<file path="src/hdl/mmu_fault_defs.svh">
// Offsets, field positions, reset values and codes for the fault log and walker.
// Assumes inclusion by the design file and the bench.
//
// Overview of operation
// Fault status captures every memory request record while unlocked.
// A captured error freezes status until read; the read unlocks.
// Later errors keep the first status and set the multi-error bit 19.
// Bit 31 reads as the OR of both parity flags.
// Bits 14 and 13 flag parity faults on even and odd words.
// Bit 24 keeps supervisor mode; bit 23 keeps processor-initiated.
// Bit 12 keeps the boot mode flag of the processor control register.
// Bit 11 copies page cacheable flag for processor requests, else zero.
// Bits 7:4 hold the request type code; other codes are reserved.
// Unimplemented status bits read as zero.
// Fault address captures the 31-bit address; bit 31 reads zero.
// Fault address holds only while an error is held in status.
// Identity bits 3:0 return a constant; writes are ignored.
// Bits 20:16 enable arbitration: top bit network master, rest slots.
// A passthru master issues top bits zero; the address passes through.
// Passthru addresses outside main memory return an error to the master.
// An internal 31-bit register holds each translated address, no software path; a walk entry in the same cycle overwrites a passthru address.
// Processor walk starts at context base indexed by context, up to 3 levels.
// Walk follows pointers to an entry; faults on invalid, reserved, or level 3 pointer.
// IO walks read only one first-level table.
// Walk fetches are never allocated into the data cache.
// Passthru address bit 30 comes from the segment bit; bits 29:0 pass.
// Status and address lock together on the first error.
`ifndef MMU_FAULT_DEFS_SVH
`define MMU_FAULT_DEFS_SVH
`define FSR_ADDR 32'h1000_1020
`define FAR_ADDR 32'h1000_1024
`define IDR_ADDR 32'h1000_2000
`define FSR_ERR 31
`define FSR_SUP 24
`define FSR_CPU 23
`define FSR_MULTI 19
`define FSR_PE0 14
`define FSR_PE1 13
`define FSR_BOOT 12
`define FSR_C 11
`define FSR_TYPE_LO 4
`define IDR_ARB_LO 16
`define ARB_RESET 5'h00
`define ET_INVALID 2'h0
`define ET_POINTER 2'h1
`define ET_ENTRY 2'h2
`define LAST_LEVEL 2'h3
`endif

</file>
<file path="src/hdl/mmu_fault_pkg.sv">
// Types shared by the fault log and table walker.
// Assumes the constants header sits beside it.
package mmu_fault_pkg;
    // Completed memory request as seen by the fault log
    typedef struct packed {
        logic valid;
        logic [30:0] addr;
        logic [3:0] reqType;
        logic cpuInit;
        logic supervisor;
        logic cacheable;
        logic [1:0] parityErr;
    } mem_rec_s;
    // Control space access
    typedef struct packed {
        logic valid;
        logic write;
        logic [31:0] addr;
        logic [31:0] wdata;
    } cs_req_s;
    // IO translation request
    typedef struct packed {
        logic valid;
        logic [1:0] slot;
        logic [31:0] ioVirtualAddress;
    } io_req_s;
    typedef enum logic [2:0] {
        W_IDLE = 3'h0,
        W_CTX = 3'h1,
        W_FETCH = 3'h3,
        W_DONE = 3'h2,
        W_FAULT = 3'h6
    } walk_state_e;
endpackage : mmu_fault_pkg

</file>
<file path="src/hdl/mmu_fault_walk.sv">
// Memory fault log, identity/arbitration register, passthru and table walker.
// Assumes one clock, synchronous inputs, and a memory port that answers walk reads.
`timescale 1ns/1ps
`include "mmu_fault_defs.svh"
module mmu_fault_walk #(
    parameter logic [3:0] ID_VALUE = 4'h5, // Arbitrary identity value
    parameter logic [30:0] MEM_LIMIT = 31'h0800_0000
) (
    input wire logic ref_clk,
    input wire logic rst_b,
    input wire logic clkEn,
    input wire mmu_fault_pkg::cs_req_s csReq,
    output logic [31:0] csRdata,
    output logic csRvalid,
    input wire mmu_fault_pkg::mem_rec_s memRec,
    input wire logic bootModeFlag,
    output logic [4:0] busArbitrationEnables,
    input wire logic [3:0] slotPassthruEnable,
    input wire logic [3:0] segmentHighBit,
    input wire mmu_fault_pkg::io_req_s ioReq,
    output logic passthruHit,
    output logic passthruError,
    input wire logic cpuMiss,
    input wire logic [31:0] cpuVa,
    input wire logic [30:0] contextTableBase,
    input wire logic [7:0] contextNumberRegister,
    input wire logic [30:0] ioTableBase,
    output logic walkRdReq,
    output logic [30:0] walkRdAddr,
    output logic walkNoAllocate,
    input wire logic walkRdAck,
    input wire logic [31:0] walkRdData,
    output logic walkDone,
    output logic walkFault,
    output logic [31:0] pageEntry,
    output logic [30:0] mmuPhysicalAddress,
    output logic physValid
);
    import mmu_fault_pkg::*;

    function automatic logic [30:0] tableBaseOf(input logic [31:0] ptr);
        tableBaseOf = {ptr[26:2], 6'h00};
    endfunction : tableBaseOf

    function automatic logic [30:0] levelIndex(input logic [1:0] lvl,
                                               input logic [31:0] va);
        case (lvl)
            2'h1: levelIndex = {21'h0, va[31:24], 2'h0};
            2'h2: levelIndex = {23'h0, va[23:18], 2'h0};
            default: levelIndex = {23'h0, va[17:12], 2'h0};
        endcase
    endfunction : levelIndex

    // Fault log state
    logic [31:0] statusReg, statusNext;
    logic [30:0] faultAddrReg, faultAddrNext;
    logic lockReg, lockNext;
    logic [4:0] arbReg, arbNext;
    wire csRd = csReq.valid & ~csReq.write;
    wire csWr = csReq.valid & csReq.write;
    wire selFsr = csReq.addr == `FSR_ADDR;
    wire selFar = csReq.addr == `FAR_ADDR;
    wire selIdr = csReq.addr == `IDR_ADDR;
    wire statusRead = csRd & selFsr;
    // read unlocks
    // Record and read in one cycle: the record is taken
    wire effLocked = lockReg & ~statusRead;
    wire recErr = memRec.valid & (|memRec.parityErr);
    wire [31:0] capStatus;

    // summary bit
    assign capStatus[`FSR_ERR] = |memRec.parityErr;
    assign capStatus[30:25] = 6'h00;
    // mode and origin
    assign capStatus[`FSR_SUP] = memRec.supervisor;
    assign capStatus[`FSR_CPU] = memRec.cpuInit;
    assign capStatus[22:20] = 3'h0;
    assign capStatus[`FSR_MULTI] = 1'b0;
    assign capStatus[18:15] = 4'h0;
    // parity pair
    assign capStatus[`FSR_PE0] = memRec.parityErr[1];
    assign capStatus[`FSR_PE1] = memRec.parityErr[0];
    // boot mode
    assign capStatus[`FSR_BOOT] = bootModeFlag;
    // cacheable only for processor requests
    assign capStatus[`FSR_C] = memRec.cpuInit & memRec.cacheable;
    assign capStatus[10:8] = 3'h0;
    // request type code
    assign capStatus[`FSR_TYPE_LO+3:`FSR_TYPE_LO] = memRec.reqType;
    // unused bits zero
    assign capStatus[3:0] = 4'h0;

    always_comb
    begin
        statusNext = statusReg;
        faultAddrNext = faultAddrReg;
        lockNext = effLocked;
        // load while unlocked
        // address held only while locked
        if (memRec.valid && !effLocked)
        begin
            statusNext = capStatus;
            // address capture
            faultAddrNext = memRec.addr;
            // lock together
            lockNext = recErr;
        end
        // keep first, flag more
        else if (recErr && effLocked)
        begin
            statusNext[`FSR_MULTI] = 1'b1;
        end
    end

    // writable enables, identity ignores writes
    assign arbNext = (csWr & selIdr) ? csReq.wdata[`IDR_ARB_LO+4:`IDR_ARB_LO] : arbReg;
    assign busArbitrationEnables = arbReg;

    wire [31:0] idrValue = {11'h000, arbReg, 12'h000, ID_VALUE};
    // bit 31 reads zero
    wire [31:0] rdMux = selFsr ? statusReg :
                        selFar ? {1'b0, faultAddrReg} :
                        selIdr ? idrValue : 32'h0000_0000;

    always_ff @(posedge ref_clk or negedge rst_b)
    begin
        if (!rst_b)
        begin
            statusReg <= 32'h0000_0000;
            faultAddrReg <= 31'h0000_0000;
            lockReg <= 1'b0;
            arbReg <= `ARB_RESET;
            csRdata <= 32'h0000_0000;
            csRvalid <= 1'b0;
        end
        else if (clkEn)
        begin
            statusReg <= statusNext;
            faultAddrReg <= faultAddrNext;
            lockReg <= lockNext;
            arbReg <= arbNext;
            csRdata <= csRd ? rdMux : csRdata;
            csRvalid <= csRd;
        end
    end

    // Passthru path
    wire slotBypass = slotPassthruEnable[ioReq.slot];
    // top bits zero select passthru
    wire ioPass = ioReq.valid & slotBypass & (ioReq.ioVirtualAddress[31:30] == 2'h0);
    // segment bit supplies bit 30
    wire [30:0] passAddr = {segmentHighBit[ioReq.slot], ioReq.ioVirtualAddress[29:0]};
    // range check
    wire passBad = passAddr >= MEM_LIMIT;
    wire ioWalkStart = ioReq.valid & ~ioPass;

    // Table walker
    walk_state_e stateReg, stateNext;
    logic [1:0] levelReg, levelNext;
    logic ioWalkReg, ioWalkNext;
    logic [31:0] vaReg, vaNext;
    logic [30:0] addrReg, addrNext;
    logic [31:0] pteReg, pteNext;
    logic [30:0] parReg, parNext;
    logic parValidReg, parValidNext;
    logic passHitReg, passErrReg;
    wire [1:0] entryType = walkRdData[1:0];
    wire [30:0] pagePa = {walkRdData[26:8], 12'h000};
    // IO tables map small pages only, so an IO entry keeps the low offset
    wire [30:0] offMask = ioWalkReg ? 31'h0000_0fff :
                          (levelReg == 2'h1) ? 31'h00ff_ffff :
                          (levelReg == 2'h2) ? 31'h0003_ffff : 31'h0000_0fff;
    wire [30:0] transPa = (pagePa & ~offMask) | (vaReg[30:0] & offMask);

    always_comb
    begin
        stateNext = stateReg;
        levelNext = levelReg;
        ioWalkNext = ioWalkReg;
        vaNext = vaReg;
        addrNext = addrReg;
        pteNext = pteReg;
        parNext = parReg;
        parValidNext = 1'b0;
        // passthru result held internally
        if (ioPass && !passBad)
        begin
            parNext = passAddr;
            parValidNext = 1'b1;
        end
        case (stateReg)
            W_IDLE:
            begin
                if (ioWalkStart)
                begin
                    // single first-level table
                    stateNext = W_FETCH;
                    ioWalkNext = 1'b1;
                    levelNext = 2'h1;
                    vaNext = ioReq.ioVirtualAddress;
                    addrNext = ioTableBase + {11'h000, ioReq.ioVirtualAddress[29:12], 2'h0};
                end
                else if (cpuMiss)
                begin
                    // context table entry
                    stateNext = W_CTX;
                    ioWalkNext = 1'b0;
                    levelNext = 2'h0;
                    vaNext = cpuVa;
                    addrNext = contextTableBase + {21'h0, contextNumberRegister, 2'h0};
                end
            end
            W_CTX:
            begin
                if (walkRdAck)
                begin
                    // context entry acts as pointer
                    if (entryType == `ET_POINTER)
                    begin
                        stateNext = W_FETCH;
                        levelNext = 2'h1;
                        addrNext = tableBaseOf(walkRdData) | levelIndex(2'h1, vaReg);
                    end
                    else
                    begin
                        stateNext = W_FAULT;
                    end
                end
            end
            W_FETCH:
            begin
                if (walkRdAck)
                begin
                    // follow pointers, stop on entry
                    if (entryType == `ET_ENTRY)
                    begin
                        stateNext = W_DONE;
                        pteNext = walkRdData;
                        parNext = transPa;
                        parValidNext = 1'b1;
                    end
                    else if (entryType == `ET_POINTER && !ioWalkReg &&
                             levelReg != `LAST_LEVEL)
                    begin
                        levelNext = levelReg + 2'h1;
                        addrNext = tableBaseOf(walkRdData) |
                                   levelIndex(levelReg + 2'h1, vaReg);
                    end
                    else
                    begin
                        stateNext = W_FAULT;
                    end
                end
            end
            W_DONE: stateNext = W_IDLE;
            W_FAULT: stateNext = W_IDLE;
            default: stateNext = W_IDLE;
        endcase
    end

    always_ff @(posedge ref_clk or negedge rst_b)
    begin
        if (!rst_b)
        begin
            stateReg <= W_IDLE;
            levelReg <= 2'h0;
            ioWalkReg <= 1'b0;
            vaReg <= 32'h0000_0000;
            addrReg <= 31'h0000_0000;
            pteReg <= 32'h0000_0000;
            parReg <= 31'h0000_0000;
            parValidReg <= 1'b0;
            passHitReg <= 1'b0;
            passErrReg <= 1'b0;
        end
        else if (clkEn)
        begin
            stateReg <= stateNext;
            levelReg <= levelNext;
            ioWalkReg <= ioWalkNext;
            vaReg <= vaNext;
            addrReg <= addrNext;
            pteReg <= pteNext;
            parReg <= parNext;
            parValidReg <= parValidNext;
            passHitReg <= ioPass;
            passErrReg <= ioPass & passBad;
        end
    end

    // Read request stands until the memory acknowledges
    assign walkRdReq = (stateReg == W_CTX) || (stateReg == W_FETCH);
    assign walkRdAddr = addrReg;
    // walk fetches bypass the cache
    assign walkNoAllocate = walkRdReq;
    assign walkDone = stateReg == W_DONE;
    assign walkFault = stateReg == W_FAULT;
    assign pageEntry = pteReg;
    assign mmuPhysicalAddress = parReg;
    assign physValid = parValidReg;
    assign passthruHit = passHitReg;
    assign passthruError = passErrReg;

    // Checks
    chk_lock_on_error: assert property (@(posedge ref_clk) disable iff (!rst_b)
        clkEn && memRec.valid && !effLocked && recErr |=> lockReg &&
        faultAddrReg == $past(memRec.addr))
        else $error("error did not lock status and address together");
    chk_hold_first: assert property (@(posedge ref_clk) disable iff (!rst_b)
        clkEn && lockReg && !statusRead && recErr |=> statusReg[`FSR_MULTI] &&
        statusReg[30:20] == $past(statusReg[30:20]))
        else $error("second error disturbed held status");
    chk_read_unlocks: assert property (@(posedge ref_clk) disable iff (!rst_b)
        clkEn && statusRead && !recErr |=> !lockReg)
        else $error("status read did not unlock");
    chk_summary_bit: assert property (@(posedge ref_clk) disable iff (!rst_b)
        statusReg[`FSR_ERR] == (statusReg[`FSR_PE0] | statusReg[`FSR_PE1]))
        else $error("summary bit mismatch");
    chk_addr_follows: assert property (@(posedge ref_clk) disable iff (!rst_b)
        clkEn && memRec.valid && !lockReg |=> faultAddrReg == $past(memRec.addr))
        else $error("unlocked address did not load");
    chk_cache_flag: assert property (@(posedge ref_clk) disable iff (!rst_b)
        !statusReg[`FSR_CPU] |-> !statusReg[`FSR_C])
        else $error("cacheable set for io request");
    chk_ident_const: assert property (@(posedge ref_clk) disable iff (!rst_b)
        csRvalid && $past(selIdr) |-> csRdata[3:0] == ID_VALUE)
        else $error("identity field changed");
    chk_pass_addr: assert property (@(posedge ref_clk) disable iff (!rst_b)
        clkEn && ioPass && !passBad |=> parReg[29:0] ==
        $past(ioReq.ioVirtualAddress[29:0]) && physValid)
        else $error("passthru address not forwarded");
    chk_pass_range: assert property (@(posedge ref_clk) disable iff (!rst_b)
        clkEn && ioPass && passBad |=> passthruError && !physValid)
        else $error("out of range passthru not refused");
    chk_io_one_level: assert property (@(posedge ref_clk) disable iff (!rst_b)
        ioWalkReg && stateReg == W_FETCH |-> levelReg == 2'h1)
        else $error("io walk went deeper");
    chk_walk_depth: assert property (@(posedge ref_clk) disable iff (!rst_b)
        clkEn && stateReg == W_FETCH && walkRdAck && levelReg == `LAST_LEVEL &&
        entryType != `ET_ENTRY |=> walkFault)
        else $error("third level pointer not faulted");
endmodule : mmu_fault_walk

</file>
<file path="config.mk">
export PLATFORM = sky130hd
export DESIGN_NAME = mmu_fault_walk
export DESIGN_NICKNAME = d
export VERILOG_FILES = /design/src/hdl/mmu_fault_pkg.sv /design/src/hdl/mmu_fault_walk.sv
export VERILOG_INCLUDE_DIRS = /design/src /design/src/hdl
export SDC_FILE = /design/constraint.sdc
export NUM_CORES = 1
export LEC_CHECK = 0
export ABC_AREA = 1
export ABC_CLOCK_PERIOD_IN_PS = 2300
export BUFFER_PORTS_ARGS = -buffer_cell sky130_fd_sc_hd__buf_2
export CORE_MARGIN = 8
export CORE_UTILIZATION = 35
export DETAILED_ROUTE_END_ITERATION = 10
export PLACE_DENSITY = 0.56
export SLEW_MARGIN = 25
export SYNTH_ARGS = -nofsm -noshare
export SYNTH_HDL_FRONTEND = slang
export SYNTH_SLANG_ARGS = --single-unit
</file>
<file path="constraint.sdc">
create_clock -name ref_clk -period 2.3 [get_ports ref_clk]
set_input_delay 0.69 -clock ref_clk [delete_from_list [all_inputs] [get_ports ref_clk]]
set_output_delay 0.69 -clock ref_clk [all_outputs]
set_load 0.05 [all_outputs]
</file>
After elaboration in Yosys (flattened, before gate mapping)
Index checks and enable logic that the tools add are counted.
- bits in registers: 217
- input port bits: 290
- output and inout bits: 139
- logic and storage cells: 143
- $add $sub $neg: 3
- $lt $le $gt $ge: 2
- equality and inequality tests: 21
- mux-type cells: 57
- bitwise operators: 20
- reduce and logical (&&, ||, !) cells: 23
- operators with widths (kind ; count):
    $mux 31 ; 19
    $eq 32x29->1 const B ; 3
    $mux 32 ; 3
    $or 31x31->31 ; 3
    $pmux 31 s3 ; 1
    $mux 24 ; 2
    $add 31x10->31 ; 1
    $add 31x20->31 ; 1
    $and 31x24->31 ; 1
    $and 31x31->31 ; 1
    $ge 31x28->1 const B ; 1
    $not 24->31 ; 1
    $mux 21 ; 1
    $mux 3 ; 7
    $pmux 10 s2 ; 1
    $mux 18 ; 1
    $mux 2 ; 7
    $ne 2x2->1 const B ; 6
    $and 1x1->1 ; 11
    $mux 1 ; 11
    $pmux 3 s3 ; 1
    $reduce_and 2->1 ; 4
    $reduce_and 8->1 ; 1
    $eq 2x1->1 const B ; 3
    other kinds (21) ; 35

Depth between registers and ports, before layout
- depth after elaboration: 12
- mapped depth: 16
- depth with buffers taken out: 16

Worst setup path after synthesis
Ideal clock, no wire load.
- kind: reg2out
- from: register stateReg[2]
- to: output walkRdReq
- arrival time: 1.729 ns
- required time: 1.610 ns
- setup slack: -0.119 ns
- cell stages (with the launch flop): 6
- path buffers: 2
- cells stage by stage: dfrtp_1 > inv_1 > nand2_2 > inv_1 > clkbuf_1 > buf_4
- cells in the longest elaborated chain, start to end: 2
- elaborated cells on any way between the ends: 3
- classes of those cells: 2 x eq/ne; 1 x reduce/logical
- RTL lines (what ; line ; RTL):
    start: declaration ; mmu_fault_walk.sv:158 ; walk_state_e stateReg, stateNext;
    start signal: assignment ; mmu_fault_walk.sv:278 ; stateReg <= stateNext;
    $eq 3x1->1 or $eq 3x2->1 (tied branches) ; mmu_fault_walk.sv:292 ; assign walkRdReq = (stateReg == W_CTX) || (stateReg == W_FETCH);
    $logic_or 1x1->1 * ; mmu_fault_walk.sv:292 ;
    end: declaration ; mmu_fault_walk.sv:28 ; output logic walkRdReq,
Every way passes the cells marked *; elsewhere a longest branch is shown, timed or not.

Worst setup path after layout
Ends and elaborated chain as after synthesis.

==> flow_summary.json <==
{
  "die_width_um": 213,
  "postSynthCellCount": 1967,
  "final.setup.tns_ns": 0,
  "end_kind": "primary output",
  "final_period_minus_worst_setup_slack_ns": 2.20,
  "grt_first_pass_wirelength_um": 84100,
  "overall_die_height_um": 213,
  "critical_path_required_ns": 1.61,
  "ratio_of_routed_vias_to_standard_cells": 4.91,
  "cts_max_path_buffers": 3,
  "cp.buffers_inverters": 3,
  "dieArea_sq_um": 45200,
  "maximum_frequency_from_static_timing_analysis_ghz": 0.455,
  "finish.net_count": 2793,
  "cp-start-kind": "flop",
  "final_gp_congestion": 0.927,
  "start_util_pct": 35.2,
  "final_layout_size_suffix_gt1_share_pct": 25.5,
  "tritoncts.num_buffers": 23,
  "async_reset_ff_share_pct": 100,
  "design_power_total_mw": 18.0,
  "worst_ir_drop_vdd_mv": 0.602,
  "power_density_nw_per_um2": 1000,
  "share_clk_of_total_power_pct": 21.4,
  "gr-total-overflow": 0,
  "cap_viol_max_count": 0,
  "count_of_standard_cell_rows": 72,
  "placed_cell_area_sq_um": 17200,
  "critPathKind": "flop to primary output",
  "grt_max_degree": 55,
  "floorplan.io_pins": 429,
  "initial_antenna_violation_count": 0,
  "result_of_the_run": "finished, final reports clean",
  "cts-root-buf": "sky130_fd_sc_hd__clkbuf_16",
  "synth_fp_nets": 2288,
  "grt_setup_unrepaired": "false",
  "timing.critical_path.fanout_max": 6,
  "layout-area-overhead-vs-synth_pct": 33.0,
  "detailroute.via_count": 14746,
  "postSynth.topFlopCell": "sky130_fd_sc_hd__dfrtp_1",
  "switching_power_mw": 8.34,
  "drt_drc_violations_left": 0,
  "power.combinational.fraction_pct": 46.6,
  "skew_ns": 0.00941,
  "holdCritPathClass": "input pin to async pin",
  "detailed_route_wire_length_um": 56300,
  "finish.instance_area_sq_um": 18000,
  "cpLargestDelayFamily": "buffers and inverters",
  "ys_seq_elements": 217,
  "sequential_element_share_of_the_synthesized_area_pct": 40.2,
  "dp.final_hpwl_um": 46300,
  "final.setup.worst_slack_ns": 0.101,
  "path_clk_slew_ns": 0.06,
  "crit_slowest_cell": "sky130_fd_sc_hd__dfrtp_1",
  "n_antenna_cell": 0,
  "path_depth_of_the_worst_reg2reg_path": 9,
  "critical_path_cell_count": 4,
  "setup_violation_total_in_the_final_timing_report": 0,
  "postSynthAreaPerCell_sq_um": 6.87,
  "core_area_sq_um": 38400,
  "count_of_synthesis_stage_warnings_from_yosys": 0,
  "whs_ns": 0.107,
  "critical_path_cell_by_cell": "inv_1 -> nand2_4 -> clkinvlp_4 -> buf_4",
  "synth-edff-count": 0,
  "netlist_area_sq_um": 13500,
  "tritoncts_clock_tree": "yes",
  "preCtsSetupSlack_ns": -0.331,
  "timing.slew.headroom_pct": 53.1,
  "htree_levels": 1,
  "ys_types": 47,
  "detail_route.iter0.violations": 1086,
  "netSwitchingFraction_pct": 46.3,
  "seqPwrFrac_pct": 32.0,
  "ant_nets": 0,
  "worst_ep_arrival_time_ns": 1.51,
  "grt_pass1_vias": 14347,
  "drt_pass1_iterations": 5,
  "cell_internal_pwr_mw": 9.68,
  "min_period_over_period_pct": 95.6,
  "worst_pin_slew_ns": 0.702,
  "post_cts_hold_buffer_count": 0,
  "port-buffer-count": 401,
  "final-hold-violation-count": 0,
  "critical-path-max-stage-delay_ns": 0.39,
  "globalRouteTotalUtil_pct": 24.1,
  "drt-wirelength-per-cell_um": 18.7,
  "nFillCells": 4055,
  "cts.sink_count": 217,
  "max_slew_vio_count": 0,
  "clkLatencyLatePin_ns": 0.52,
  "leakagePower_nw": 10.0
}
[worst paths after layout]
| path | endpoint | slack (ns) | from |
|---|---|---|---|
| worst max-delay path | walkRdReq | 0.10 | stateReg[2] |
| max in group asynchronous | walkRdAddr[18] | 1.52 | rst_b |
| worst max register to register | mmuPhysicalAddress[6] | 0.46 | stateReg[2] |
| min in group ref_clk | pageEntry[31] | 0.37 | walkRdData[31] |
| worst min register to register | pageEntry[20] | 0.46 | pageEntry[20] |
| worst min-delay path | csRdata[12] | 0.11 | rst_b |
[power groups by stage]
stage               sequential (mW)  combinational [mW]  clock (mW)
CTS                            5.74                8.44        3.95
floorplan                      8.01                3.28           0
detailed placement             5.79                8.38           0
global placement               5.78                8.30           0
finish                         5.76                8.41        3.85
global route                   5.89                9.08        4.10
[cells in the mapped netlist (all sizes together), types with 4 or more instances]
master  instances  area share, %
or2            10           0.46
inv           236            6.6
nand3         192            7.2
ha             29            2.7
nor3           13           0.64
o22ai           5           0.23
nand4          34            1.6
o21a            4           0.22
o211ai         33            1.8
xor2            7           0.45
a31oi          43            2.0
a21oi          88            3.3
a21boi          6           0.33
nand2         689             19
nand3b         15           0.83
buf            52            2.3
xnor2           4           0.26
nor2          155            4.5
dfrtp         217             40
clkbuf         30           0.83
a221oi          4           0.26
o21ai          87            3.2
[kinds of logic (layout without fill, tap and decap cells)]
| family | count (synthesis) | in the layout | share of synthesized area, % |
|---|---|---|---|
| AND/OR/NAND/NOR | 1112 | 1112 | 34.7 |
| buffers and inverters | 319 | 838 | 9.68 |
| adder cells (fa/ha/maj) | 31 | 31 | 2.98 |
| AO/OA/AOI/OAI | 277 | 277 | 11.8 |
| XOR/XNOR | 11 | 11 | 0.713 |
| flip-flops | 217 | 217 | 40.2 |
[placed cells by master (no fill, tap or decap), types with 5 or more instances in the layout]
cell type,n
sky130_fd_sc_hd__nand2_1,685
sky130_fd_sc_hd__buf_2,397
sky130_fd_sc_hd__inv_1,229
sky130_fd_sc_hd__dfrtp_1,216
sky130_fd_sc_hd__nand3_1,188
sky130_fd_sc_hd__nor2_1,148
sky130_fd_sc_hd__buf_4,147
sky130_fd_sc_hd__a21oi_1,88
sky130_fd_sc_hd__o21ai_0,70
sky130_fd_sc_hd__a31oi_1,43
sky130_fd_sc_hd__nand4_1,34
sky130_fd_sc_hd__o211ai_1,33
sky130_fd_sc_hd__ha_1,29
sky130_fd_sc_hd__clkbuf_16,23
sky130_fd_sc_hd__o21ai_1,16
sky130_fd_sc_hd__buf_12,16
sky130_fd_sc_hd__nand3b_1,15
sky130_fd_sc_hd__nor3_1,10
sky130_fd_sc_hd__xor2_1,7
sky130_fd_sc_hd__clkbuf_8,7
sky130_fd_sc_hd__inv_2,6
sky130_fd_sc_hd__nor2_2,5
sky130_fd_sc_hd__or2_2,5
sky130_fd_sc_hd__o22ai_1,5
[sequential cells by signal, indices dropped and copies added, names as in the netlist, 2 cells and up]
register,count
statusReg,12
faultAddrReg,31
walkRdAddr,31
levelReg,2
busArbitrationEnables,5
stateReg,3
vaReg,32
csRdata,32
mmuPhysicalAddress,31
pageEntry,32
[per-stage QoR]
step | utilization, % | std cells
CTS | 46.8 | 3004
global placement | 44.8 | 2964
detailed placement | 44.8 | 2964
global route | 46.9 | 3004
floorplan | - | 1967
finish | 46.9 | 3004
[cell type report]
type	count	area [sq um]	area share, %
multi-input combinational	1431	6810	37.8
sequential	217	5430	30.2
timing repair buffer	562	3430	19.1
inverter	237	893	4.97
clock buffer	31	676	3.76
tap	518	648	3.60
clock inverter	8	100	0.556
[per-layer routing]
layer / vias up / global-route usage (%) / part of all wire [%]
met3: 77 / 2.96 / 6.2
li1: 7360 / - / -
met5: - / 0 / 0
met1: 6787 / 30.2 / 42
met2: 522 / 42.3 / 49
met4: 0 / 8.16 / 3.4
[repair_timing]
action,CTS,global route
hold endpoints to repair,0,0
endpoints found under the setup margin,2,6
gates resized for setup,3,5
buffers inserted,1,0
(Power assumes the default switching activity.)
